**config.mk**
```make
export PLATFORM = sky130hd
export DESIGN_NAME = hotplug_power_sequencer
export DESIGN_NICKNAME = d
export VERILOG_FILES = /design/src/hw/hotplug_power_sequencer.v
export VERILOG_INCLUDE_DIRS = /design/src /design/src/hw
export SDC_FILE = /design/constraint.sdc
export NUM_CORES = 1
export LEC_CHECK = 0
export ABC_AREA = 1
export BUFFER_PORTS_ARGS = -buffer_cell sky130_fd_sc_hd__buf_4
export CORE_MARGIN = 2
export CORE_UTILIZATION = 34
export CTS_CLUSTER_SIZE = 14
export DETAILED_ROUTE_END_ITERATION = 8
export GPL_TIMING_DRIVEN = 0
export HOLD_SLACK_MARGIN = 0.15
export PLACE_DENSITY_LB_ADDON = 0.05
export SYNTH_ARGS = -nofsm -noshare
export SYNTH_HDL_FRONTEND = slang
export SYNTH_SLANG_ARGS = --single-unit
```
**constraint.sdc**
```tcl
create_clock -name clk_sys -period 2.5 [get_ports clk_sys]
set_input_delay 0.25 -clock clk_sys [delete_from_list [all_inputs] [get_ports clk_sys]]
set_output_delay 0.25 -clock clk_sys [all_outputs]
set_load 0.01 [all_outputs]
```
**src/hw/hotplug_seq_consts.vh**
```
// Constants for the dual-slot hot-plug power sequencer
`ifndef HOTPLUG_SEQ_CONSTS_VH
`define HOTPLUG_SEQ_CONSTS_VH
`define CLK_MHZ 100
`define POR_TIME_US 500
`define POR_CYCLES (`POR_TIME_US * `CLK_MHZ)
`define FLT_TIME_US 20
`define FLT_CYCLES (`FLT_TIME_US * `CLK_MHZ)
`define RAMP_TIME_US 1
`define RAMP_CYCLES (`RAMP_TIME_US * `CLK_MHZ)
`define OFS_CTRL_A 8'h08
`define OFS_CTRL_B 8'h0c
`define OFS_STAT_A 8'h10
`define OFS_STAT_B 8'h14
`define OFS_COMMON 8'h18
`define CTL_MAIN 0
`define CTL_AUX 1
`define ST_MAINF 0
`define ST_AUXF 1
`define ST_UVF 2
`define ST_STATE 4
`define ST_AUXON 6
`define CM_MASK 0
`define CM_BUSCTL 1
`define CM_FLT 2
`define CM_STBY 8
`define CM_PEND 9
`define SLOT_OFF 2'b00
`define SLOT_RAMP 2'b01
`define SLOT_ON 2'b10
`define SLOT_TRIP 2'b11
`endif

```
**src/hw/hotplug_power_sequencer.v**
```verilog
// Dual-slot hot-plug power sequencer with AHB-Lite register slave
//
// Decided for this implementation: the AHB-Lite interface to the registers and the address map.
`include "hotplug_seq_consts.vh"
`timescale 1ns/1ns
`default_nettype none
module hotplug_power_sequencer #(
	parameter POR_CYCLES = `POR_CYCLES,
	parameter FLT_CYCLES_A = `FLT_CYCLES,
	parameter FLT_CYCLES_B = `FLT_CYCLES
) (
	input wire clk_sys,
	input wire rstn,
	input wire standbySupplyOk,
	input wire [3:0] mainSupplyOk,
	input wire [1:0] mainEnablePin,
	input wire [1:0] slotAuxEnablePin,
	input wire [1:0] mainOverCurrent,
	input wire [1:0] mainFastTrip,
	input wire [1:0] auxOverCurrent,
	input wire hsel,
	input wire [31:0] haddr,
	input wire [1:0] htrans,
	input wire hwrite,
	input wire [2:0] hsize,
	input wire [31:0] hwdata,
	input wire hready,
	output reg hreadyout,
	output reg [31:0] hrdata,
	output reg hresp,
	output reg [1:0] mainGateOn,
	output reg [1:0] mainDischarge,
	output reg [1:0] slotAuxOutput,
	output reg [1:0] auxDischarge,
	output reg [1:0] slotFaultN,
	output reg irqN,
	output reg standbyMode,
	output reg porActive
);

	// Fault timer limit per slot
	function [15:0] fltLim;
		input integer s;
		begin
			if (s == 0) fltLim = FLT_CYCLES_A[15:0];
			else fltLim = FLT_CYCLES_B[15:0];
		end
	endfunction

	// Overcurrent duration counter step
	function [15:0] fltStep;
		input oc;
		input [15:0] cnt;
		begin
			if (!oc) fltStep = 16'h0000;
			else if (cnt == 16'hffff) fltStep = cnt;
			else fltStep = cnt + 16'h0001;
		end
	endfunction

	// Two-stage synchronisers for all supply, enable and fault sense pins
	reg [14:0] syncA_q;
	reg [14:0] syncB_q;
	wire stbyOk = syncB_q[14];
	wire [3:0] supOk = syncB_q[13:10];
	wire [1:0] pinMain = syncB_q[9:8];
	wire [1:0] pinAux = syncB_q[7:6];
	wire [1:0] ocMain = syncB_q[5:4];
	wire [1:0] fastTrip = syncB_q[3:2];
	wire [1:0] ocAux = syncB_q[1:0];

	reg [31:0] porCnt_q, porCnt_d;
	reg porDone_q, porDone_d;
	reg [3:0] ctrl_q, ctrl_d;
	reg intMask_q, intMask_d;
	reg busCtl_q, busCtl_d;
	reg [5:0] stat_q, stat_d;
	reg [3:0] slotSt_q, slotSt_d;
	reg [15:0] rampCnt_q [0:1];
	reg [15:0] rampCnt_d [0:1];
	reg [15:0] mFlt_q [0:1];
	reg [15:0] mFlt_d [0:1];
	reg [15:0] aFlt_q [0:1];
	reg [15:0] aFlt_d [0:1];
	reg [1:0] auxOn_q, auxOn_d;
	reg [1:0] auxTrip_q, auxTrip_d;
	reg [1:0] faultPin_q, faultPin_d;
	reg pend_q, pend_d;
	reg pendWr_q, pendWr_d;
	reg [7:0] pendAddr_q, pendAddr_d;
	reg hreadyout_d;
	reg [31:0] hrdata_d;
	reg [1:0] gate_d;
	reg irqN_d;
	reg uv;
	reg mEn;
	reg aEn;
	reg [31:0] rd;
	integer i;

	always @* begin
		porCnt_d = porCnt_q;
		porDone_d = porDone_q;
		ctrl_d = ctrl_q;
		intMask_d = intMask_q;
		busCtl_d = busCtl_q;
		stat_d = stat_q;
		slotSt_d = slotSt_q;
		rampCnt_d[0] = rampCnt_q[0];
		rampCnt_d[1] = rampCnt_q[1];
		mFlt_d[0] = mFlt_q[0];
		mFlt_d[1] = mFlt_q[1];
		aFlt_d[0] = aFlt_q[0];
		aFlt_d[1] = aFlt_q[1];
		auxOn_d = auxOn_q;
		auxTrip_d = auxTrip_q;
		faultPin_d = faultPin_q;
		pend_d = pend_q;
		pendWr_d = pendWr_q;
		pendAddr_d = pendAddr_q;
		hreadyout_d = hreadyout;
		hrdata_d = hrdata;
		gate_d = 2'b00;
		irqN_d = 1'b1;
		mEn = 1'b0;
		aEn = 1'b0;
		rd = 32'h00000000;
		uv = ~&supOk;

		// Standby qualification window
		if (!stbyOk) begin
			porCnt_d = 32'h00000000;
			porDone_d = 1'b0;
		end else if (!porDone_q) begin
			if (porCnt_q >= POR_CYCLES - 1) porDone_d = 1'b1;
			else porCnt_d = porCnt_q + 32'h00000001;
		end

		// Register read mux
		case (pendAddr_q)
			`OFS_CTRL_A: rd = {30'h00000000, ctrl_q[1:0]};
			`OFS_CTRL_B: rd = {30'h00000000, ctrl_q[3:2]};
			`OFS_STAT_A: rd = {25'h0000000, auxOn_q[0], slotSt_q[1:0], 1'b0, stat_q[2:0]};
			`OFS_STAT_B: rd = {25'h0000000, auxOn_q[1], slotSt_q[3:2], 1'b0, stat_q[5:3]};
			`OFS_COMMON: rd = {22'h000000, ~irqN, standbyMode, stat_q, busCtl_q, intMask_q};
			default: rd = 32'h00000000;
		endcase

		// Data phase, held off until the qualification window ends
		if (pend_q && porDone_q) begin
			pend_d = 1'b0;
			hreadyout_d = 1'b1;
			hrdata_d = pendWr_q ? 32'h00000000 : rd;
			if (pendWr_q) begin
				case (pendAddr_q)
					`OFS_CTRL_A: ctrl_d[1:0] = hwdata[1:0];
					`OFS_CTRL_B: ctrl_d[3:2] = hwdata[1:0];
					`OFS_STAT_A: stat_d[2:0] = stat_q[2:0] & ~hwdata[2:0];
					`OFS_STAT_B: stat_d[5:3] = stat_q[5:3] & ~hwdata[2:0];
					`OFS_COMMON: begin
						intMask_d = hwdata[`CM_MASK];
						busCtl_d = hwdata[`CM_BUSCTL];
						stat_d = stat_q & ~hwdata[`CM_FLT+:6];
					end
					default: begin
					end
				endcase
			end
		end
		// Address phase
		if (hsel && htrans[1] && hready) begin
			pend_d = 1'b1;
			pendWr_d = hwrite;
			pendAddr_d = haddr[7:0];
			hreadyout_d = 1'b0;
		end

		for (i = 0; i < 2; i = i + 1) begin
			mEn = busCtl_q ? ctrl_q[2*i+`CTL_MAIN] : pinMain[i];
			aEn = busCtl_q ? ctrl_q[2*i+`CTL_AUX] : pinAux[i];
			mFlt_d[i] = fltStep(ocMain[i], mFlt_q[i]);
			aFlt_d[i] = fltStep(ocAux[i], aFlt_q[i]);
			case (slotSt_q[2*i+:2])
				`SLOT_OFF: begin
					rampCnt_d[i] = 16'h0000;
					if (mEn && !uv) slotSt_d[2*i+:2] = `SLOT_RAMP;
				end
				`SLOT_RAMP, `SLOT_ON: begin
					if (!mEn) begin
						slotSt_d[2*i+:2] = `SLOT_OFF;
					end else if (fastTrip[i] || mFlt_q[i] >= fltLim(i) || uv) begin
						slotSt_d[2*i+:2] = `SLOT_TRIP;
						if (uv) stat_d[3*i+`ST_UVF] = 1'b1;
						else stat_d[3*i+`ST_MAINF] = 1'b1;
						if (!busCtl_q) faultPin_d[i] = 1'b1;
					end else if (slotSt_q[2*i+:2] == `SLOT_RAMP) begin
						if (rampCnt_q[i] >= `RAMP_CYCLES - 1) slotSt_d[2*i+:2] = `SLOT_ON;
						else rampCnt_d[i] = rampCnt_q[i] + 16'h0001;
					end
				end
				`SLOT_TRIP: begin
					if (!mEn) slotSt_d[2*i+:2] = `SLOT_OFF;
				end
				default: slotSt_d[2*i+:2] = `SLOT_OFF;
			endcase
			// Aux breaker, timer only
			if (auxTrip_q[i]) begin
				auxOn_d[i] = 1'b0;
				if (!aEn) auxTrip_d[i] = 1'b0;
			end else if (auxOn_q[i] && aFlt_q[i] >= fltLim(i)) begin
				auxTrip_d[i] = 1'b1;
				auxOn_d[i] = 1'b0;
				stat_d[3*i+`ST_AUXF] = 1'b1;
				if (!busCtl_q) faultPin_d[i] = 1'b1;
			end else begin
				auxOn_d[i] = aEn;
			end
			if (slotSt_d[2*i+:2] != `SLOT_TRIP && !auxTrip_d[i]) faultPin_d[i] = 1'b0;
		end

		// Power-on reset clears control state and keeps outputs off
		if (!porDone_q) begin
			ctrl_d = 4'h0;
			intMask_d = 1'b0;
			busCtl_d = 1'b0;
			stat_d = 6'h00;
			slotSt_d = {`SLOT_OFF, `SLOT_OFF};
			rampCnt_d[0] = 16'h0000;
			rampCnt_d[1] = 16'h0000;
			mFlt_d[0] = 16'h0000;
			mFlt_d[1] = 16'h0000;
			aFlt_d[0] = 16'h0000;
			aFlt_d[1] = 16'h0000;
			auxOn_d = 2'b00;
			auxTrip_d = 2'b00;
			faultPin_d = 2'b00;
		end

		for (i = 0; i < 2; i = i + 1) begin
			gate_d[i] = slotSt_d[2*i+:2] == `SLOT_RAMP || slotSt_d[2*i+:2] == `SLOT_ON;
		end
		irqN_d = ~((|stat_d) && !intMask_d);
	end

	always @(posedge clk_sys or negedge rstn) begin
		if (!rstn) begin
			syncA_q <= 15'h0000;
			syncB_q <= 15'h0000;
			porCnt_q <= 32'h00000000;
			porDone_q <= 1'b0;
			ctrl_q <= 4'h0;
			intMask_q <= 1'b0;
			busCtl_q <= 1'b0;
			stat_q <= 6'h00;
			slotSt_q <= 4'h0;
			rampCnt_q[0] <= 16'h0000;
			rampCnt_q[1] <= 16'h0000;
			mFlt_q[0] <= 16'h0000;
			mFlt_q[1] <= 16'h0000;
			aFlt_q[0] <= 16'h0000;
			aFlt_q[1] <= 16'h0000;
			auxOn_q <= 2'b00;
			auxTrip_q <= 2'b00;
			faultPin_q <= 2'b00;
			pend_q <= 1'b0;
			pendWr_q <= 1'b0;
			pendAddr_q <= 8'h00;
			hreadyout <= 1'b1;
			hrdata <= 32'h00000000;
			hresp <= 1'b0;
			mainGateOn <= 2'b00;
			mainDischarge <= 2'b11;
			slotAuxOutput <= 2'b00;
			auxDischarge <= 2'b11;
			slotFaultN <= 2'b11;
			irqN <= 1'b1;
			standbyMode <= 1'b0;
			porActive <= 1'b1;
		end else begin
			syncA_q <= {standbySupplyOk, mainSupplyOk, mainEnablePin, slotAuxEnablePin,
				mainOverCurrent, mainFastTrip, auxOverCurrent};
			syncB_q <= syncA_q;
			porCnt_q <= porCnt_d;
			porDone_q <= porDone_d;
			ctrl_q <= ctrl_d;
			intMask_q <= intMask_d;
			busCtl_q <= busCtl_d;
			stat_q <= stat_d;
			slotSt_q <= slotSt_d;
			rampCnt_q[0] <= rampCnt_d[0];
			rampCnt_q[1] <= rampCnt_d[1];
			mFlt_q[0] <= mFlt_d[0];
			mFlt_q[1] <= mFlt_d[1];
			aFlt_q[0] <= aFlt_d[0];
			aFlt_q[1] <= aFlt_d[1];
			auxOn_q <= auxOn_d;
			auxTrip_q <= auxTrip_d;
			faultPin_q <= faultPin_d;
			pend_q <= pend_d;
			pendWr_q <= pendWr_d;
			pendAddr_q <= pendAddr_d;
			hreadyout <= hreadyout_d;
			hrdata <= hrdata_d;
			hresp <= 1'b0;
			mainGateOn <= gate_d;
			mainDischarge <= ~gate_d;
			slotAuxOutput <= auxOn_d;
			auxDischarge <= ~auxOn_d;
			slotFaultN <= ~faultPin_d;
			irqN <= irqN_d;
			standbyMode <= uv && porDone_q;
			porActive <= ~porDone_d;
		end
	end

endmodule
`default_nettype wire

```
# Yosys cells after proc, flatten, opt, wreduce, memory -nomap -nowiden
# Cells that the tools add are included.
totals:
  reg_bits: 235
  in_bits: 89
  output_inout_bits: 47
  word_cells: 257
op_classes:
  n_addsub: 7
  order_cmp: 7
  n_eq_ne: 42
  muxes: 125
  n_bitwise: 11
  n_reduce_logical: 34
ops:
  columns: ["op", "count"]
  rows:
  - ["$mux 16", 22]
  - ["$mux 32", 7]
  - ["$add 16x1->16 const B", 6]
  - ["$mux 1", 65]
  - ["$eq 16x16->1 const B", 4]
  - ["$ge 16x16->1", 4]
  - ["$pmux 16 s2", 2]
  - ["$pmux 10 s5", 1]
  - ["$ne 3x3->1 const B", 12]
  - ["$mux 2", 17]
  - ["$add 32x1->32 const B", 1]
  - ["$ge 16x7->1 const B", 2]
  - ["$ge 32x16->1 const B", 1]
  - ["$eq 8x5->1 const B", 3]
  - ["$mux 6", 3]
  - ["$eq 8x4->1 const B", 2]
  - ["$mux 4", 4]
  - ["$eq 2x2->1 const B", 6]
  - ["$pmux 2 s3", 2]
  - ["$pmux 3 s2", 2]
  - ["$logic_and 1x1->1", 11]
  - ["$ne 2x1->1 const B", 5]
  - ["$reduce_and 5->1", 2]
  - ["$reduce_and 3->1", 3]
  - ["17 further kinds", 39]

# Longest topological paths before layout
logic_depth:
  ltp_word: 15
  mapped_depth: 14
  ltp_nobuf: 14

# Least setup slack after synthesis
# OpenSTA, ideal clock, no wires.
synth_path:
  kind: "flip-flop to flip-flop"
  startpoint: "register slotSt_q[0]"
  endpoint: "register rampCnt_q[16] in the netlist's numbering"
  setup_time_ns: 0.123
  t_arrival_ns: 1.637
  slack_ns: 0.740
  path_stages_with_launch: 11
  path_buffers: 1
  cell_sequence: "dfrtp_1 -> inv_1 -> ha_1 -> inv_1 -> a21oi_1 -> o21ai_0 -> nand2_2 -> inv_2 -> buf_6 -> nand2_1 -> o21ai_1"
synth_via:
  elab_chain_cells: 4
synth_rtl:
  columns: ["item", "line_no", "text"]
  rows:
  - ["start, declared", "hotplug_power_sequencer.v:78", "reg [3:0] slotSt_q, slotSt_d;"]
  - ["start signal, assigned", "hotplug_power_sequencer.v:289", "slotSt_q <= slotSt_d;"]
  - ["$eq 2x1->1 or $eq 2x2->1 (tied branches)", null, null]
  - ["$reduce_or 2->1", "hotplug_power_sequencer.v:183", "case (slotSt_q[2*i+:2])"]
  - ["$ne 3x1->1 (no line) (tied with other cells)", null, null]
  - ["$reduce_and 5->1 (no line) or $mux 32 (tied branches)", null, null]
  - ["end, declared", "hotplug_power_sequencer.v:79", "reg [15:0] rampCnt_q [0:1];"]
# Parallel ways exist; a longest one is shown, timed or not.
# A chain may end at the register's enable or synchronous reset.

# Final worst setup path
# Ends and elaborated chain as after synthesis.

==> out/metrics.yaml <==
run_status:
  outcome: "finished clean"
layout:
  drive_above_1_share_pct: 11.9
  ff_latch_area_um2: 5340
  final_cell_mix: "nand2_1, dfrtp_1, inv_1"
  antennaDiodeCount: 0
  postLayoutCoreUtil_pct: 42.1
  multi_input_area_um2: 4340
  layout_commonest_cell: "nand2_1"
  nets: 1586
  syn_to_final_growth_pct: 21.5
  n_fill_cell: 3180
global_route:
  grt_overflow: 0
  grt_usage_pct: 16.4
  grt_pass1_vias: 8423
  grt_pass1_wl_mm: 44.0
  antenna_found_initial: 0
  grt_max_degree: 81
placement:
  pre_cts_slack_ps: 286
  place_congestion: 0.852
  dpl.hpwl_mm: 19.0
  portBuffers: 60
route:
  post-route-drc-count: 0
  firstDrtPassIters: 5
  wire_per_inst_um: 13.9
  drtAntennaViolNets: 0
  drtIter0Drc: 390
  viasPerCell: 4.63
  routed_wl_mm: 26.4
  vias: 8781
yosys:
  synth-seq-cells: 213
  syn_area_um2: 10700
  yosysTopAreaCell: "dfrtp_1"
  synthesis.yosys.warnings: 0
  async_flop_share_pct: 100
  synth_cell_types: 50
  synth_edf_count: 0
  postSynthCellCount: 1339
  ys_seq_area_share_pct: 50.1
  yosys-top-cells-area: "dfrtp_1, nand2_1, inv_1"
  avgSynthCellArea_um2: 7.95
  synth_top_area_share_pct: 47.9
  ys.flop_type: "dfrtp_1"
clock_network:
  cts_sinks: 213
  root_buffer: "clkbuf_16"
  clockBufferDepth: 3
  clk_pin_slew_ps: 60
  numCtsBuffers: 27
  insertion_delay_ps: 540
  tritoncts: "done"
  cts_setup_buffers: 0
  cts_htree_levels: 1
setup_path:
  cp_max_fo: 10
  worst_setup_path_start_kind: "flop"
  crit_type: "reg -> reg"
  required_ps: 2910
  worstPathArrival_ps: 2630
  worst_setup_path_end_kind: "flop"
pwr:
  ir_drop_mv: 0.450
  clock_power_share_pct: 51.1
  swShare_pct: 21.7
  pwr-share-comb_pct: 3.9
  cellPowerDensity_nw_per_um2: 608
  power.leakage_nw: 6.13
  intPower_mw: 6.16
  power_mw: 7.87
  pwr-share-seq_pct: 44.9
  p_switching_mw: 1.71
timing:
  hold_viol_final: 0
  grt_setup_unrepaired: "no"
  final.setup.worst_slack_ps: 287
  max_freq_mhz: 452
  finalSetupViolCount: 0
  worst_pin_slew_ps: 755
  slew_headroom_pct: 49.6
  min_period_ps: 2210
  slew_viol_final: 0
  setup_tns_ps: 0
  fin_crit_sh_pct: 88.5
  skew_ps: 9.89
floorplanning:
  die_width_um: 181
  die-area_um2: 32800
  core_area_um2: 30700
  initial_utilization_pct: 34.6
  die_h_um: 181
  io_pins: 136
  row_count: 64
run:
  max_cap_violations: 0
min_path:
  hp-class: "in -> reg"
## path summary, 6_finish.rpt
kind                            slack (ps)  cells past startpoint   startpoint       endpoint
max in group asynchronous             1460                      3         rstn      hreadyout
worst max register to register         290                     10  slotSt_q[0]  rampCnt_q[16]
worst max-delay path                   290                     10  slotSt_q[0]  rampCnt_q[16]
worst min register to register         350                      0   syncA_q[5]     syncB_q[5]
min in group asynchronous              230                      2         rstn     mFlt_q[22]
worst min-delay path                   220                      7    hwdata[6]      stat_q[4]
## routing by layer
| metal | track usage [%] | up-vias | part of all wire, % | wire length [µm] |
|---|---|---|---|---|
| met4 | 3.93 | 0 | 2.1 | 545 |
| met5 | 0 | - | 0 | 0 |
| met2 | 25.6 | 149 | 44 | 11700 |
| met1 | 23.7 | 4055 | 49 | 13100 |
| li1 | - | 4533 | - | - |
| met3 | 2.62 | 44 | 4.2 | 1120 |
## cell families (layout without fill, tap and decap cells)
group | count (synthesis) | after routing | synth area share [%]
mux | 1 | 1 | 0.0940
xor+xnor | 18 | 18 | 1.48
compound gates | 170 | 170 | 8.99
fa+ha+maj | 17 | 17 | 2.00
buf+inv | 249 | 388 | 9.88
flops | 213 | 213 | 50.1
simple gates | 670 | 670 | 27.4
other cells | 1 | 23 | 0.0352
## final cells by class
type	count	area share (%)
timing repair buffer	90	6.13
inverter	205	5.94
tap	396	3.83
sequential	213	41.3
clock buffer	39	5.95
multi-input combinational	899	33.5
clock inverter	10	1.16
buffer	44	2.18
## registers in the layout, indices dropped and copies added (netlist names), 2 cells and up
| register | count |
|---|---|
| mFlt_q | 32 |
| slotSt_q | 4 |
| auxOn_q | 2 |
| auxDischarge | 2 |
| rampCnt_q | 32 |
| auxTrip_q | 2 |
| hrdata | 10 |
| faultPin_q | 2 |
| mainGateOn | 2 |
| slotFaultN | 2 |
| ctrl_q | 4 |
| syncB_q | 15 |
| stat_q | 6 |
| porCnt_q | 32 |
| syncA_q | 15 |
| aFlt_q | 16 |
| pendAddr_q | 8 |
| fltStep.cnt | 16 |
| mainDischarge | 2 |
## Yosys cell counts (all sizes together), types with 13 or more instances
library cell / number
nor3: 46
dfrtp: 204
nand2: 311
nand3: 81
buf: 35
inv: 205
nor2: 171
a21oi: 50
nand4: 33
nor4: 13
o21ai: 84
ha: 17
xor2: 13
## what timing repair did
| item | in CTS | in global routing |
|---|---|---|
| hold endpoints to repair | 239 | 0 |
| gates resized for setup | 0 | 0 |
| endpoints found under the setup margin | 0 | 0 |
| hold buffers | 28 | 0 |
## metrics by stage
step	hold slack, ps	instance area (µm²)	std cells
2_1_floorplan	-45.6	10700	1361
3_3_place_gp	332	11700	1817
3_5_place_dp	210	11700	1819
4_1_cts	198	12900	1896
5_1_grt	265	12900	1896
6_report	225	12900	1896
## power groups by stage
stage	registers, mW	clock network (mW)	logic, mW
6_report	3.54	4.02	0.308
5_1_grt	3.54	4.33	0.349
4_1_cts	3.54	4.17	0.317
3_5_place_dp	3.60	0	0.281
3_3_place_gp	3.60	0	0.267
2_1_floorplan	3.59	0	0.122
## worst max-delay path: stages, from the launching register on
cell	delay (ps)
dfrtp_1	460
inv_1	70
ha_1	290
inv_1	70
a21oi_1	450
o21ai_0	210
nand2_2	210
inv_2	70
buf_6	140
nand2_1	50
o21ai_1	50
(Power assumes the default switching activity.)
